File: src/design/detector_pkg.sv
// Shared constants, register map and types for the overload and sag detector.
`default_nettype none

package detector_pkg;

  // ----------------------------------------------------------------------
  // Register byte offsets on the APB window.
  // ----------------------------------------------------------------------
  localparam int unsigned ADDR_W = 8;
  localparam logic [ADDR_W-1:0] CTRL_OFF = 8'h00;
  localparam logic [ADDR_W-1:0] IRQ_EN_OFF = 8'h04;
  localparam logic [ADDR_W-1:0] IRQ_FLAG_OFF = 8'h08;
  localparam logic [ADDR_W-1:0] RD_CLR_OFF = 8'h0c;
  localparam logic [ADDR_W-1:0] VOLT_LIM_OFF = 8'h10;
  localparam logic [ADDR_W-1:0] CURA_LIM_OFF = 8'h14;
  localparam logic [ADDR_W-1:0] CURB_LIM_OFF = 8'h18;
  localparam logic [ADDR_W-1:0] PWR_LIM_OFF = 8'h1c;
  localparam logic [ADDR_W-1:0] SAG_CYC_OFF = 8'h20;
  localparam logic [ADDR_W-1:0] SAG_LVL_OFF = 8'h24;
  localparam logic [ADDR_W-1:0] SAG_STAT_OFF = 8'h28;

  // ----------------------------------------------------------------------
  // Field positions.
  // ----------------------------------------------------------------------
  localparam int unsigned OVER_EN_BIT = 3;
  localparam int unsigned SAG_EN_BIT = 4;
  localparam int unsigned WAVE_EN_BIT = 5;
  localparam int unsigned FLAG_OV = 0;
  localparam int unsigned FLAG_OIA = 1;
  localparam int unsigned FLAG_OIB = 2;
  localparam int unsigned FLAG_OP = 3;
  localparam int unsigned FLAG_SAG = 4;
  localparam int unsigned NUM_FLAGS = 5;
  localparam int unsigned NUM_LIMITS = 4;
  localparam int unsigned ALIGN_BITS = 17;
  localparam int unsigned SAG_CYC_BITS = 8;

  // ----------------------------------------------------------------------
  // Reset values.
  // ----------------------------------------------------------------------
  localparam logic [15:0] CTRL_RST = 16'h0001;
  localparam logic [15:0] LIM_RST = 16'hffff;
  localparam logic [15:0] SAG_CYC_RST = 16'h0000;
  localparam logic [15:0] SAG_LVL_RST = 16'h0000;
  localparam logic [NUM_FLAGS-1:0] IRQ_EN_RST = 5'h00;

  // ----------------------------------------------------------------------
  // Types.
  // ----------------------------------------------------------------------
  typedef struct packed {
    logic valid;
    logic signed [23:0] voltage;
    logic signed [23:0] current_a;
    logic signed [23:0] current_b;
    logic signed [31:0] power;
  } sample_t;

  typedef enum logic [1:0] {
    SAG_IDLE = 2'b00,
    SAG_COUNT = 2'b01,
    SAG_HELD = 2'b11
  } sag_state_t;

endpackage

`default_nettype wire

File: src/design/over_limit_compare.sv
// Magnitude comparison of one instantaneous value against a 16-bit limit.
`default_nettype none

module over_limit_compare
  import detector_pkg::*;
(
  // Value, left aligned in 32 bits, and its limit
  input wire logic signed [31:0] value,
  input wire logic [15:0] limit,
  // Result
  output logic above
);

  logic [31:0] magnitude;
  logic [ALIGN_BITS-1:0] top;

  // The most negative value keeps its pattern, which reads as the right
  // unsigned magnitude, so no extra bit is needed.
  always_comb begin
    magnitude = value[31] ? 32'(-value) : 32'(value);
    top = magnitude[31:32-ALIGN_BITS];
    above = top > {1'b0, limit};
  end

endmodule

`default_nettype wire

File: src/design/sag_detector.sv
// Half-cycle sag counter working on the instantaneous voltage waveform.
`default_nettype none

module sag_detector
  import detector_pkg::*;
(
  // Clock and reset
  input wire logic pclk,
  input wire logic presetn,
  // Control
  input wire logic enable,
  input wire logic [15:0] level,
  input wire logic [SAG_CYC_BITS-1:0] period,
  // Waveform
  input wire logic sample_valid,
  input wire logic signed [23:0] voltage,
  input wire logic half_cycle,
  // Status
  output logic sag_event_q,
  output logic [SAG_CYC_BITS-1:0] count_q,
  output sag_state_t state_q
);

  localparam logic [SAG_CYC_BITS-1:0] CNT_MAX = '1;

  logic [23:0] magnitude;
  logic low;

  // Compare the top 17 bits of the magnitude with the sag level.
  always_comb begin
    magnitude = voltage[23] ? 24'(-voltage) : 24'(voltage);
    low = magnitude[23:24-ALIGN_BITS] < {1'b0, level};
  end

  // Count half-cycles; period is read live so a new value acts at once.
  always_ff @(posedge pclk or negedge presetn) begin
    if (!presetn) begin
      state_q <= SAG_IDLE;
      count_q <= '0;
      sag_event_q <= 1'b0;
    end else begin
      sag_event_q <= 1'b0;
      if (!enable) begin
        state_q <= SAG_IDLE;
        count_q <= '0;
      end else begin
        case (state_q)
          SAG_IDLE: begin
            if (sample_valid && low) begin
              state_q <= SAG_COUNT;
              count_q <= '0;
            end
          end
          SAG_COUNT: begin
            if (sample_valid && !low) begin
              state_q <= SAG_IDLE;
              count_q <= '0;
            end else if (count_q >= period) begin
              state_q <= SAG_HELD;
              sag_event_q <= 1'b1;
            end else if (half_cycle && count_q != CNT_MAX) begin
              count_q <= count_q + 1'b1;
            end
          end
          SAG_HELD: begin
            // One event per sag; wait for the voltage to recover.
            if (sample_valid && !low) begin
              state_q <= SAG_IDLE;
              count_q <= '0;
            end
          end
          default: begin
            state_q <= SAG_IDLE;
            count_q <= '0;
          end
        endcase
      end
    end
  end

endmodule

`default_nettype wire

File: src/design/overload_and_sag_detector.sv
// Overload and voltage sag detector with APB register access.
//
// Implementation choices: register access over APB and the register addresses.
`default_nettype none

// Notes on behaviour
// Overload detect needs overload and waveform enables.
// Compare absolute waveform and power values.
// Four limit registers reset to all ones.
// Limits align with top 17 value bits.
// Overload sets both flag and read-clear bits.
// Reading read-clear register clears both copies.
// Overload interrupt only when its enable set.
// Each overload limit is sixteen bits.
// Sag detect needs sag and waveform enables.
// Sag after voltage low for programmed half-cycles.
// Sag bit sets on sag, clears on read.
// Sag period register sixteen bits, low eight used.
// Period counts half-cycles, maximum 255.
// Sag only once count reaches programmed period.
// New sag period applies immediately.
// Host zeroes sag level before changing period.
// Sag level sixteen bits, peak register scaling.
// Sag interrupt pulls pin low, off after reset.
// Voltage recovery restarts the half-cycle count.
// Overload only when strictly above the limit.
module overload_and_sag_detector
  import detector_pkg::*;
(
  // Clock and reset
  input wire logic pclk,
  input wire logic presetn,
  // APB slave
  input wire logic psel,
  input wire logic penable,
  input wire logic pwrite,
  input wire logic [ADDR_W-1:0] paddr,
  input wire logic [31:0] pwdata,
  input wire logic [3:0] pstrb,
  output logic [31:0] prdata,
  output logic pready,
  output logic pslverr,
  // Instantaneous waveform data path
  input wire sample_t sample,
  input wire logic half_cycle,
  // Interrupt pin, active low
  output logic irq_n
);

  // ----------------------------------------------------------------------
  // Register state.
  // ----------------------------------------------------------------------
  logic [15:0] ctrl_q;
  logic [NUM_FLAGS-1:0] irq_en_q;
  logic [NUM_FLAGS-1:0] flag_q;
  logic [NUM_FLAGS-1:0] rd_clr_q;
  logic [15:0] limit_q [NUM_LIMITS];
  logic [15:0] sag_cyc_q;
  logic [15:0] sag_lvl_q;

  // ----------------------------------------------------------------------
  // Bus outputs.
  // ----------------------------------------------------------------------
  logic [31:0] prdata_q;
  logic [31:0] prdata_d;
  logic pready_q;
  logic pslverr_q;
  logic pslverr_d;
  logic irq_n_q;

  // ----------------------------------------------------------------------
  // Decoded access and detector signals.
  // ----------------------------------------------------------------------
  logic setup;
  logic wr_fire;
  logic rd_fire;
  logic [15:0] wdata16;
  logic wave_en;
  logic over_en;
  logic sag_en;
  logic [NUM_LIMITS-1:0] above;
  logic signed [31:0] aligned [NUM_LIMITS];
  logic [NUM_FLAGS-1:0] events;
  logic [NUM_FLAGS-1:0] clr_both;
  logic [NUM_FLAGS-1:0] clr_flag_only;
  logic sag_event;
  logic [SAG_CYC_BITS-1:0] sag_count;
  sag_state_t sag_state;

  // ----------------------------------------------------------------------
  // APB phase decode.
  // ----------------------------------------------------------------------

  // The answer is registered in the setup cycle, so every access takes
  // exactly one access cycle; writes and read side effects happen only at
  // the edge where pready is seen high.
  always_comb begin
    setup = psel && !penable;
    wr_fire = psel && penable && pready_q && pwrite;
    rd_fire = psel && penable && pready_q && !pwrite;
    wdata16 = pwdata[15:0];
  end

  // Enables; waveform enable gates both detectors.
  always_comb begin
    wave_en = ctrl_q[WAVE_EN_BIT];
    over_en = ctrl_q[OVER_EN_BIT] && wave_en;
    sag_en = ctrl_q[SAG_EN_BIT] && wave_en;
  end

  // ----------------------------------------------------------------------
  // Read mux and error decode.
  // ----------------------------------------------------------------------

  // Narrow registers sit in the low bits, except the sag state at bits 17:16; the rest read as zero.
  always_comb begin
    prdata_d = 32'h0000_0000;
    pslverr_d = 1'b0;
    if (paddr == CTRL_OFF) begin
      prdata_d[15:0] = ctrl_q;
    end else if (paddr == IRQ_EN_OFF) begin
      prdata_d[NUM_FLAGS-1:0] = irq_en_q;
    end else if (paddr == IRQ_FLAG_OFF) begin
      prdata_d[NUM_FLAGS-1:0] = flag_q;
    end else if (paddr == RD_CLR_OFF) begin
      prdata_d[NUM_FLAGS-1:0] = rd_clr_q;
    end else if (paddr == VOLT_LIM_OFF) begin
      prdata_d[15:0] = limit_q[FLAG_OV];
    end else if (paddr == CURA_LIM_OFF) begin
      prdata_d[15:0] = limit_q[FLAG_OIA];
    end else if (paddr == CURB_LIM_OFF) begin
      prdata_d[15:0] = limit_q[FLAG_OIB];
    end else if (paddr == PWR_LIM_OFF) begin
      prdata_d[15:0] = limit_q[FLAG_OP];
    end else if (paddr == SAG_CYC_OFF) begin
      prdata_d[15:0] = sag_cyc_q;
    end else if (paddr == SAG_LVL_OFF) begin
      prdata_d[15:0] = sag_lvl_q;
    end else if (paddr == SAG_STAT_OFF) begin
      prdata_d[SAG_CYC_BITS-1:0] = sag_count;
      prdata_d[17:16] = sag_state;
    end else begin
      pslverr_d = 1'b1;
    end
  end

  // Bus answer registers; pready is high for the access cycle only.
  always_ff @(posedge pclk or negedge presetn) begin
    if (!presetn) begin
      pready_q <= 1'b0;
      prdata_q <= 32'h0000_0000;
      pslverr_q <= 1'b0;
    end else begin
      pready_q <= setup;
      if (setup) begin
        prdata_q <= prdata_d;
        pslverr_q <= pslverr_d;
      end else begin
        pslverr_q <= 1'b0;
      end
    end
  end

  // ----------------------------------------------------------------------
  // Control and threshold registers.
  // ----------------------------------------------------------------------

  // Only byte lane 0 and 1 carry data; the strobes are honoured per lane.
  always_ff @(posedge pclk or negedge presetn) begin
    if (!presetn) begin
      ctrl_q <= CTRL_RST;
      irq_en_q <= IRQ_EN_RST;
      sag_cyc_q <= SAG_CYC_RST;
      sag_lvl_q <= SAG_LVL_RST;
    end else if (wr_fire) begin
      if (paddr == CTRL_OFF) begin
        if (pstrb[0]) ctrl_q[7:0] <= wdata16[7:0];
        if (pstrb[1]) ctrl_q[15:8] <= wdata16[15:8];
      end else if (paddr == IRQ_EN_OFF) begin
        if (pstrb[0]) irq_en_q <= wdata16[NUM_FLAGS-1:0];
      end else if (paddr == SAG_CYC_OFF) begin
        if (pstrb[0]) sag_cyc_q[7:0] <= wdata16[7:0];
        if (pstrb[1]) sag_cyc_q[15:8] <= wdata16[15:8];
      end else if (paddr == SAG_LVL_OFF) begin
        if (pstrb[0]) sag_lvl_q[7:0] <= wdata16[7:0];
        if (pstrb[1]) sag_lvl_q[15:8] <= wdata16[15:8];
      end
    end
  end

  // The four limits repeat per channel; the offsets step by one word.
  for (genvar g = 0; g < NUM_LIMITS; g++) begin : g_limit
    localparam logic [ADDR_W-1:0] OFF = ADDR_W'(VOLT_LIM_OFF + 4 * g);

    // Limits are held unsigned at full width and start at all ones, which only the most negative value exceeds.
    always_ff @(posedge pclk or negedge presetn) begin
      if (!presetn) begin
        limit_q[g] <= LIM_RST;
      end else if (wr_fire && paddr == OFF) begin
        if (pstrb[0]) limit_q[g][7:0] <= wdata16[7:0];
        if (pstrb[1]) limit_q[g][15:8] <= wdata16[15:8];
      end
    end

    over_limit_compare u_cmp (
      .value(aligned[g]),
      .limit(limit_q[g]),
      .above(above[g])
    );
  end

  // ----------------------------------------------------------------------
  // Overload comparison inputs.
  // ----------------------------------------------------------------------

  // Waveforms are shifted into the top of 32 bits, so the comparator's
  // top 17 bits are bits 23:7 of a waveform and 31:15 of the power.
  always_comb begin
    aligned[FLAG_OV] = {sample.voltage, 8'h00};
    aligned[FLAG_OIA] = {sample.current_a, 8'h00};
    aligned[FLAG_OIB] = {sample.current_b, 8'h00};
    aligned[FLAG_OP] = sample.power;
  end

  // ----------------------------------------------------------------------
  // Sag detector.
  // ----------------------------------------------------------------------

  // Only the low byte of the period register reaches the counter.
  sag_detector u_sag (
    .pclk(pclk),
    .presetn(presetn),
    .enable(sag_en),
    .level(sag_lvl_q),
    .period(sag_cyc_q[SAG_CYC_BITS-1:0]),
    .sample_valid(sample.valid),
    .voltage(sample.voltage),
    .half_cycle(half_cycle),
    .sag_event_q(sag_event),
    .count_q(sag_count),
    .state_q(sag_state)
  );

  // ----------------------------------------------------------------------
  // Event collection and flag clearing.
  // ----------------------------------------------------------------------

  // Overload events are sampled only on a fresh waveform sample.
  always_comb begin
    events = '0;
    events[NUM_LIMITS-1:0] = (over_en && sample.valid) ? above : '0;
    events[FLAG_SAG] = sag_event;
  end

  // A read clears only what it returned, so an event that lands between
  // the setup and access cycles survives to the next read.
  always_comb begin
    clr_both = '0;
    clr_flag_only = '0;
    if (rd_fire && paddr == RD_CLR_OFF) begin
      clr_both = prdata_q[NUM_FLAGS-1:0];
    end
    if (wr_fire && paddr == IRQ_FLAG_OFF && pstrb[0]) begin
      clr_flag_only = wdata16[NUM_FLAGS-1:0];
    end
  end

  // Interrupt flag copy; set wins over any clear in the same cycle.
  always_ff @(posedge pclk or negedge presetn) begin
    if (!presetn) begin
      flag_q <= '0;
    end else begin
      flag_q <= (flag_q & ~(clr_both | clr_flag_only)) | events;
    end
  end

  // Read-clear copy; only a read of itself clears it.
  always_ff @(posedge pclk or negedge presetn) begin
    if (!presetn) begin
      rd_clr_q <= '0;
    end else begin
      rd_clr_q <= (rd_clr_q & ~clr_both) | events;
    end
  end

  // ----------------------------------------------------------------------
  // Interrupt pin.
  // ----------------------------------------------------------------------

  // The pin is a registered level so it never glitches on the flag logic.
  always_ff @(posedge pclk or negedge presetn) begin
    if (!presetn) begin
      irq_n_q <= 1'b1;
    end else begin
      irq_n_q <= ~|(flag_q & irq_en_q);
    end
  end

  // ----------------------------------------------------------------------
  // Output connections.
  // ----------------------------------------------------------------------
  assign prdata = prdata_q;
  assign pready = pready_q;
  assign pslverr = pslverr_q;
  assign irq_n = irq_n_q;

endmodule

`default_nettype wire

File: config.mk
export PLATFORM = sky130hd
export DESIGN_NAME = overload_and_sag_detector
export DESIGN_NICKNAME = d
export VERILOG_FILES = /design/src/design/detector_pkg.sv /design/src/design/over_limit_compare.sv /design/src/design/sag_detector.sv /design/src/design/overload_and_sag_detector.sv
export SDC_FILE = /design/constraint.sdc
export NUM_CORES = 1
export LEC_CHECK = 0
export ABC_CLOCK_PERIOD_IN_PS = 5400
export BUFFER_PORTS_ARGS = -buffer_cell sky130_fd_sc_hd__buf_2
export CAP_MARGIN = 20
export CORE_MARGIN = 3
export CORE_UTILIZATION = 35
export DETAILED_ROUTE_END_ITERATION = 7
export PLACE_DENSITY = 0.54
export SLEW_MARGIN = 20
export SYNTH_ARGS = -nofsm -noshare
export SYNTH_HDL_FRONTEND = slang
export SYNTH_SLANG_ARGS = --single-unit
File: constraint.sdc
create_clock -name pclk -period 5.4 [get_ports pclk]
set_input_delay 1.08 -clock pclk [delete_from_list [all_inputs] [get_ports pclk]]
set_output_delay 1.08 -clock pclk [all_outputs]
set_load 0.005 [all_outputs]
==> results.py <==
metrics = {
    "clock_tree": {
        "post_cts_buffers": 0,
        "cts_max_level": 4,
        "cts.clk_slew.worst_paths_ns": 0.06,
        "cts_root_buf": "clkbuf_16",
        "cts_tree": "built",
        "cts.path.max_buffers": 2,
        "clock_sinks": 159,
        "cts_resized": 0,
        "hold_buffers": 0,
        "numCtsBuffers": 17,
        "clk_latency_ns": 0.43,
    },
    "placement": {
        "routabilityCongestion": 0.862,
        "io_buffers": 157,
        "dp.cells": 1658,
        "pre_cts_ws_ns": 0.120,
        "dp_hpwl_um": 25800,
    },
    "finish": {
        "syn_to_final_growth_pct": 17.2,
        "layout.nets": 1530,
        "nFillCells": 2955,
        "finalNonFillerCells": 1690,
        "final_cell_mix": "buf_2 (156), nand2_1 (131), mux2_2 (102)",
        "final_common_cell": "buf_2",
        "utilization": 0.422,
        "layout-drive-gt1-share": 0.295,
        "antenna_cells": 0,
    },
    "routing": {
        "dr.pass1.iters": 5,
        "first_iter_violations": 583,
        "wl_per_cell_um": 19.3,
        "ant_nets": 0,
        "vias": 9096,
        "drc": 0,
        "avgViaCountPerCell": 5.38,
        "routed_wl_um": 32700,
    },
    "flow_run": {
        "drv_cap": 0,
    },
    "die": {
        "start_util": 0.360,
        "io_pins": 190,
        "die_h_um": 182,
        "dieArea_mm2": 0.0331,
        "fp-row-count": 63,
        "die_x_um": 182,
        "core_area_mm2": 0.0300,
    },
    "synth": {
        "synth-async-reset-ratio": 1.00,
        "syn_inst": 1134,
        "synth_cell_types": 66,
        "synth_enable_flop_cells": 0,
        "syn_avg_cell_area_um2": 9.55,
        "syn_area_mm2": 0.0108,
        "ys_seq_area_frac": 0.375,
        "ys.flop_type": "dfrtp_1",
        "synth_seq_cells": 159,
        "yosys_warnings": 0,
    },
    "power_and_ir_drop": {
        "ir_worst_vdd_mv": 0.191,
        "total_power_w": 0.00296,
        "p_leak_nw": 5.68,
        "pwr_density_cell_mw_per_mm2": 234,
    },
    "sta": {
        "report.final.slew_viol_count": 0,
        "fin_crit_ns": 4.88,
        "grt_setup_unrepaired": "false",
        "tightest_slew_ns": 1.02,
        "fmax_mhz": 205,
        "finalSetupTns_ns": 0,
        "clock_skew_ns": 0.00955,
        "fin_ws_ns": 0.521,
        "slew_headroom": 0.315,
        "fin_crit_sh": 0.903,
        "hold_violations": 0,
        "finalSetupViolCount": 0,
    },
    "global_routing": {
        "grt_max_degree": 89,
        "antenna_found_initial": 0,
        "overflow": 0,
        "grt_pass1_vias": 9064,
        "grt_pass1_wl_um": 51400,
        "grtUsageTotal": 0.198,
    },
    "setup_path": {
        "crit_arrival_ns": 5.23,
        "cp_max_fo": 16,
        "start_kind": "input pin",
        "path_class": "in2reg",
        "cp.required_ns": 5.75,
        "crit_path_end_kind": "flip-flop",
        "r2r_setup_slack_ns": 2.26,
    },
    "hold_path": {
        "hold_path_class": "reg2reg",
    },
    "outcome": {
        "status": "finished, final reports clean",
    },
}
worst paths after layout:
kind,from,endpoint,cells past startpoint
max,sample[84],u_sag.count_q[7],17
min,irq_en_q[1],irq_n,1
max reg2reg,sag_lvl_q[8],u_sag.count_q[7],12
min reg2reg,irq_en_q[1],irq_n,1
max in group asynchronous,presetn,limit_q[61],2
min in group asynchronous,presetn,u_sag.state_q[0],1
registers in the layout (all words and copies together) (netlist names), 2 cells and up:
signal and flops:
flag_q 5, limit_q 64, prdata 18, rd_clr_q 5, u_sag.state_q 2, sag_lvl_q 16
irq_en_q 5, u_sag.count_q 8, sag_cyc_q 16, ctrl_q 16
report_power, final:
group          switching, W  internal [W]  total, W
clock network      0.000489      0.000893   0.00138
registers        0.00000328       0.00120   0.00120
logic              0.000225      0.000156  0.000381
total              0.000717       0.00225   0.00296
cell type report:
cell class	count	area, µm²	share of cell area
Sequential cell	159	4060	0.320
Clock buffer	22	464	0.0366
Inverter	95	357	0.0281
Timing Repair Buffer	168	875	0.0689
Tap cell	390	488	0.0385
Clock inverter	10	206	0.0163
Multi-Input combinational cell	846	6240	0.492
stage by stage:
step | hold slack [ns] | cell area (µm²)
6_report | 0.461 | 12700
5_1_grt | 0.482 | 12700
3_5_place_dp | 0.456 | 12000
2_1_floorplan | 0.414 | 10900
3_3_place_gp | 0.450 | 12000
4_1_cts | 0.463 | 12700
synth_stat cells (3+ instances only):
library cell | number | area share
nand2b_1 | 12 | 0.0069
nand4_1 | 12 | 0.0069
or3_1 | 15 | 0.0087
a21o_1 | 12 | 0.0083
mux2_2 | 102 | 0.11
or4_1 | 8 | 0.0055
o221ai_1 | 6 | 0.0049
o31ai_1 | 12 | 0.0083
ha_1 | 88 | 0.10
buf_4 | 15 | 0.010
and3_1 | 6 | 0.0035
a22o_1 | 3 | 0.0024
nand2_1 | 131 | 0.045
inv_1 | 95 | 0.033
a21oi_1 | 50 | 0.023
a221oi_1 | 17 | 0.014
dfrtp_1 | 93 | 0.21
nor2b_1 | 15 | 0.0087
o211ai_1 | 5 | 0.0035
xnor2_1 | 63 | 0.051
a222oi_1 | 5 | 0.0046
a221o_1 | 6 | 0.0055
o41ai_1 | 12 | 0.0097
nand3_1 | 23 | 0.011
o21ai_0 | 84 | 0.039
o22ai_1 | 9 | 0.0052
nor3_1 | 16 | 0.0074
and2_1 | 4 | 0.0023
clkbuf_1 | 31 | 0.011
or2_2 | 3 | 0.0017
a2111oi_0 | 3 | 0.0024
a211oi_1 | 10 | 0.0069
o21a_1 | 11 | 0.0076
dfstp_2 | 66 | 0.16
a22oi_1 | 9 | 0.0062
nor2_1 | 27 | 0.0094
nor4_1 | 15 | 0.0087
metal layers:
layer	vias up	track usage	share of wire
met2	278	0.308	0.44
met5	-	0	0
met4	0	0.0420	0.012
li1	4416	-	-
met3	19	0.0385	0.061
met1	4383	0.285	0.48
logic make-up (layout without fill, tap and decap cells):
kind of cell | Yosys count | in the layout | share of synthesized area
other | 1 | 14 | 0.000346
XOR/XNOR | 65 | 65 | 0.0526
buffers and inverters | 142 | 295 | 0.0544
flip-flops | 159 | 159 | 0.375
multiplexers | 102 | 102 | 0.106
AO/OA/AOI/OAI | 272 | 272 | 0.168
AND/OR/NAND/NOR | 305 | 305 | 0.142
adder cells (fa/ha/maj) | 88 | 88 | 0.102
worst max-delay path: stages:
cell and delay (ns):
buf_2 0.09, nor4_1 0.47, nand3_1 0.37, or3_1 0.45, nand2_1 0.09, xnor2_1 0.15
ha_1 0.28, nand4_1 0.14, nor3_1 0.07, or4_1 0.46, a211oi_1 0.41, o211ai_1 0.16
a21oi_1 0.17, o31ai_2 0.07, buf_4 0.18, or4_1 0.40, a21oi_1 0.15
No activity file was read; power rests on OpenSTA's default activity.
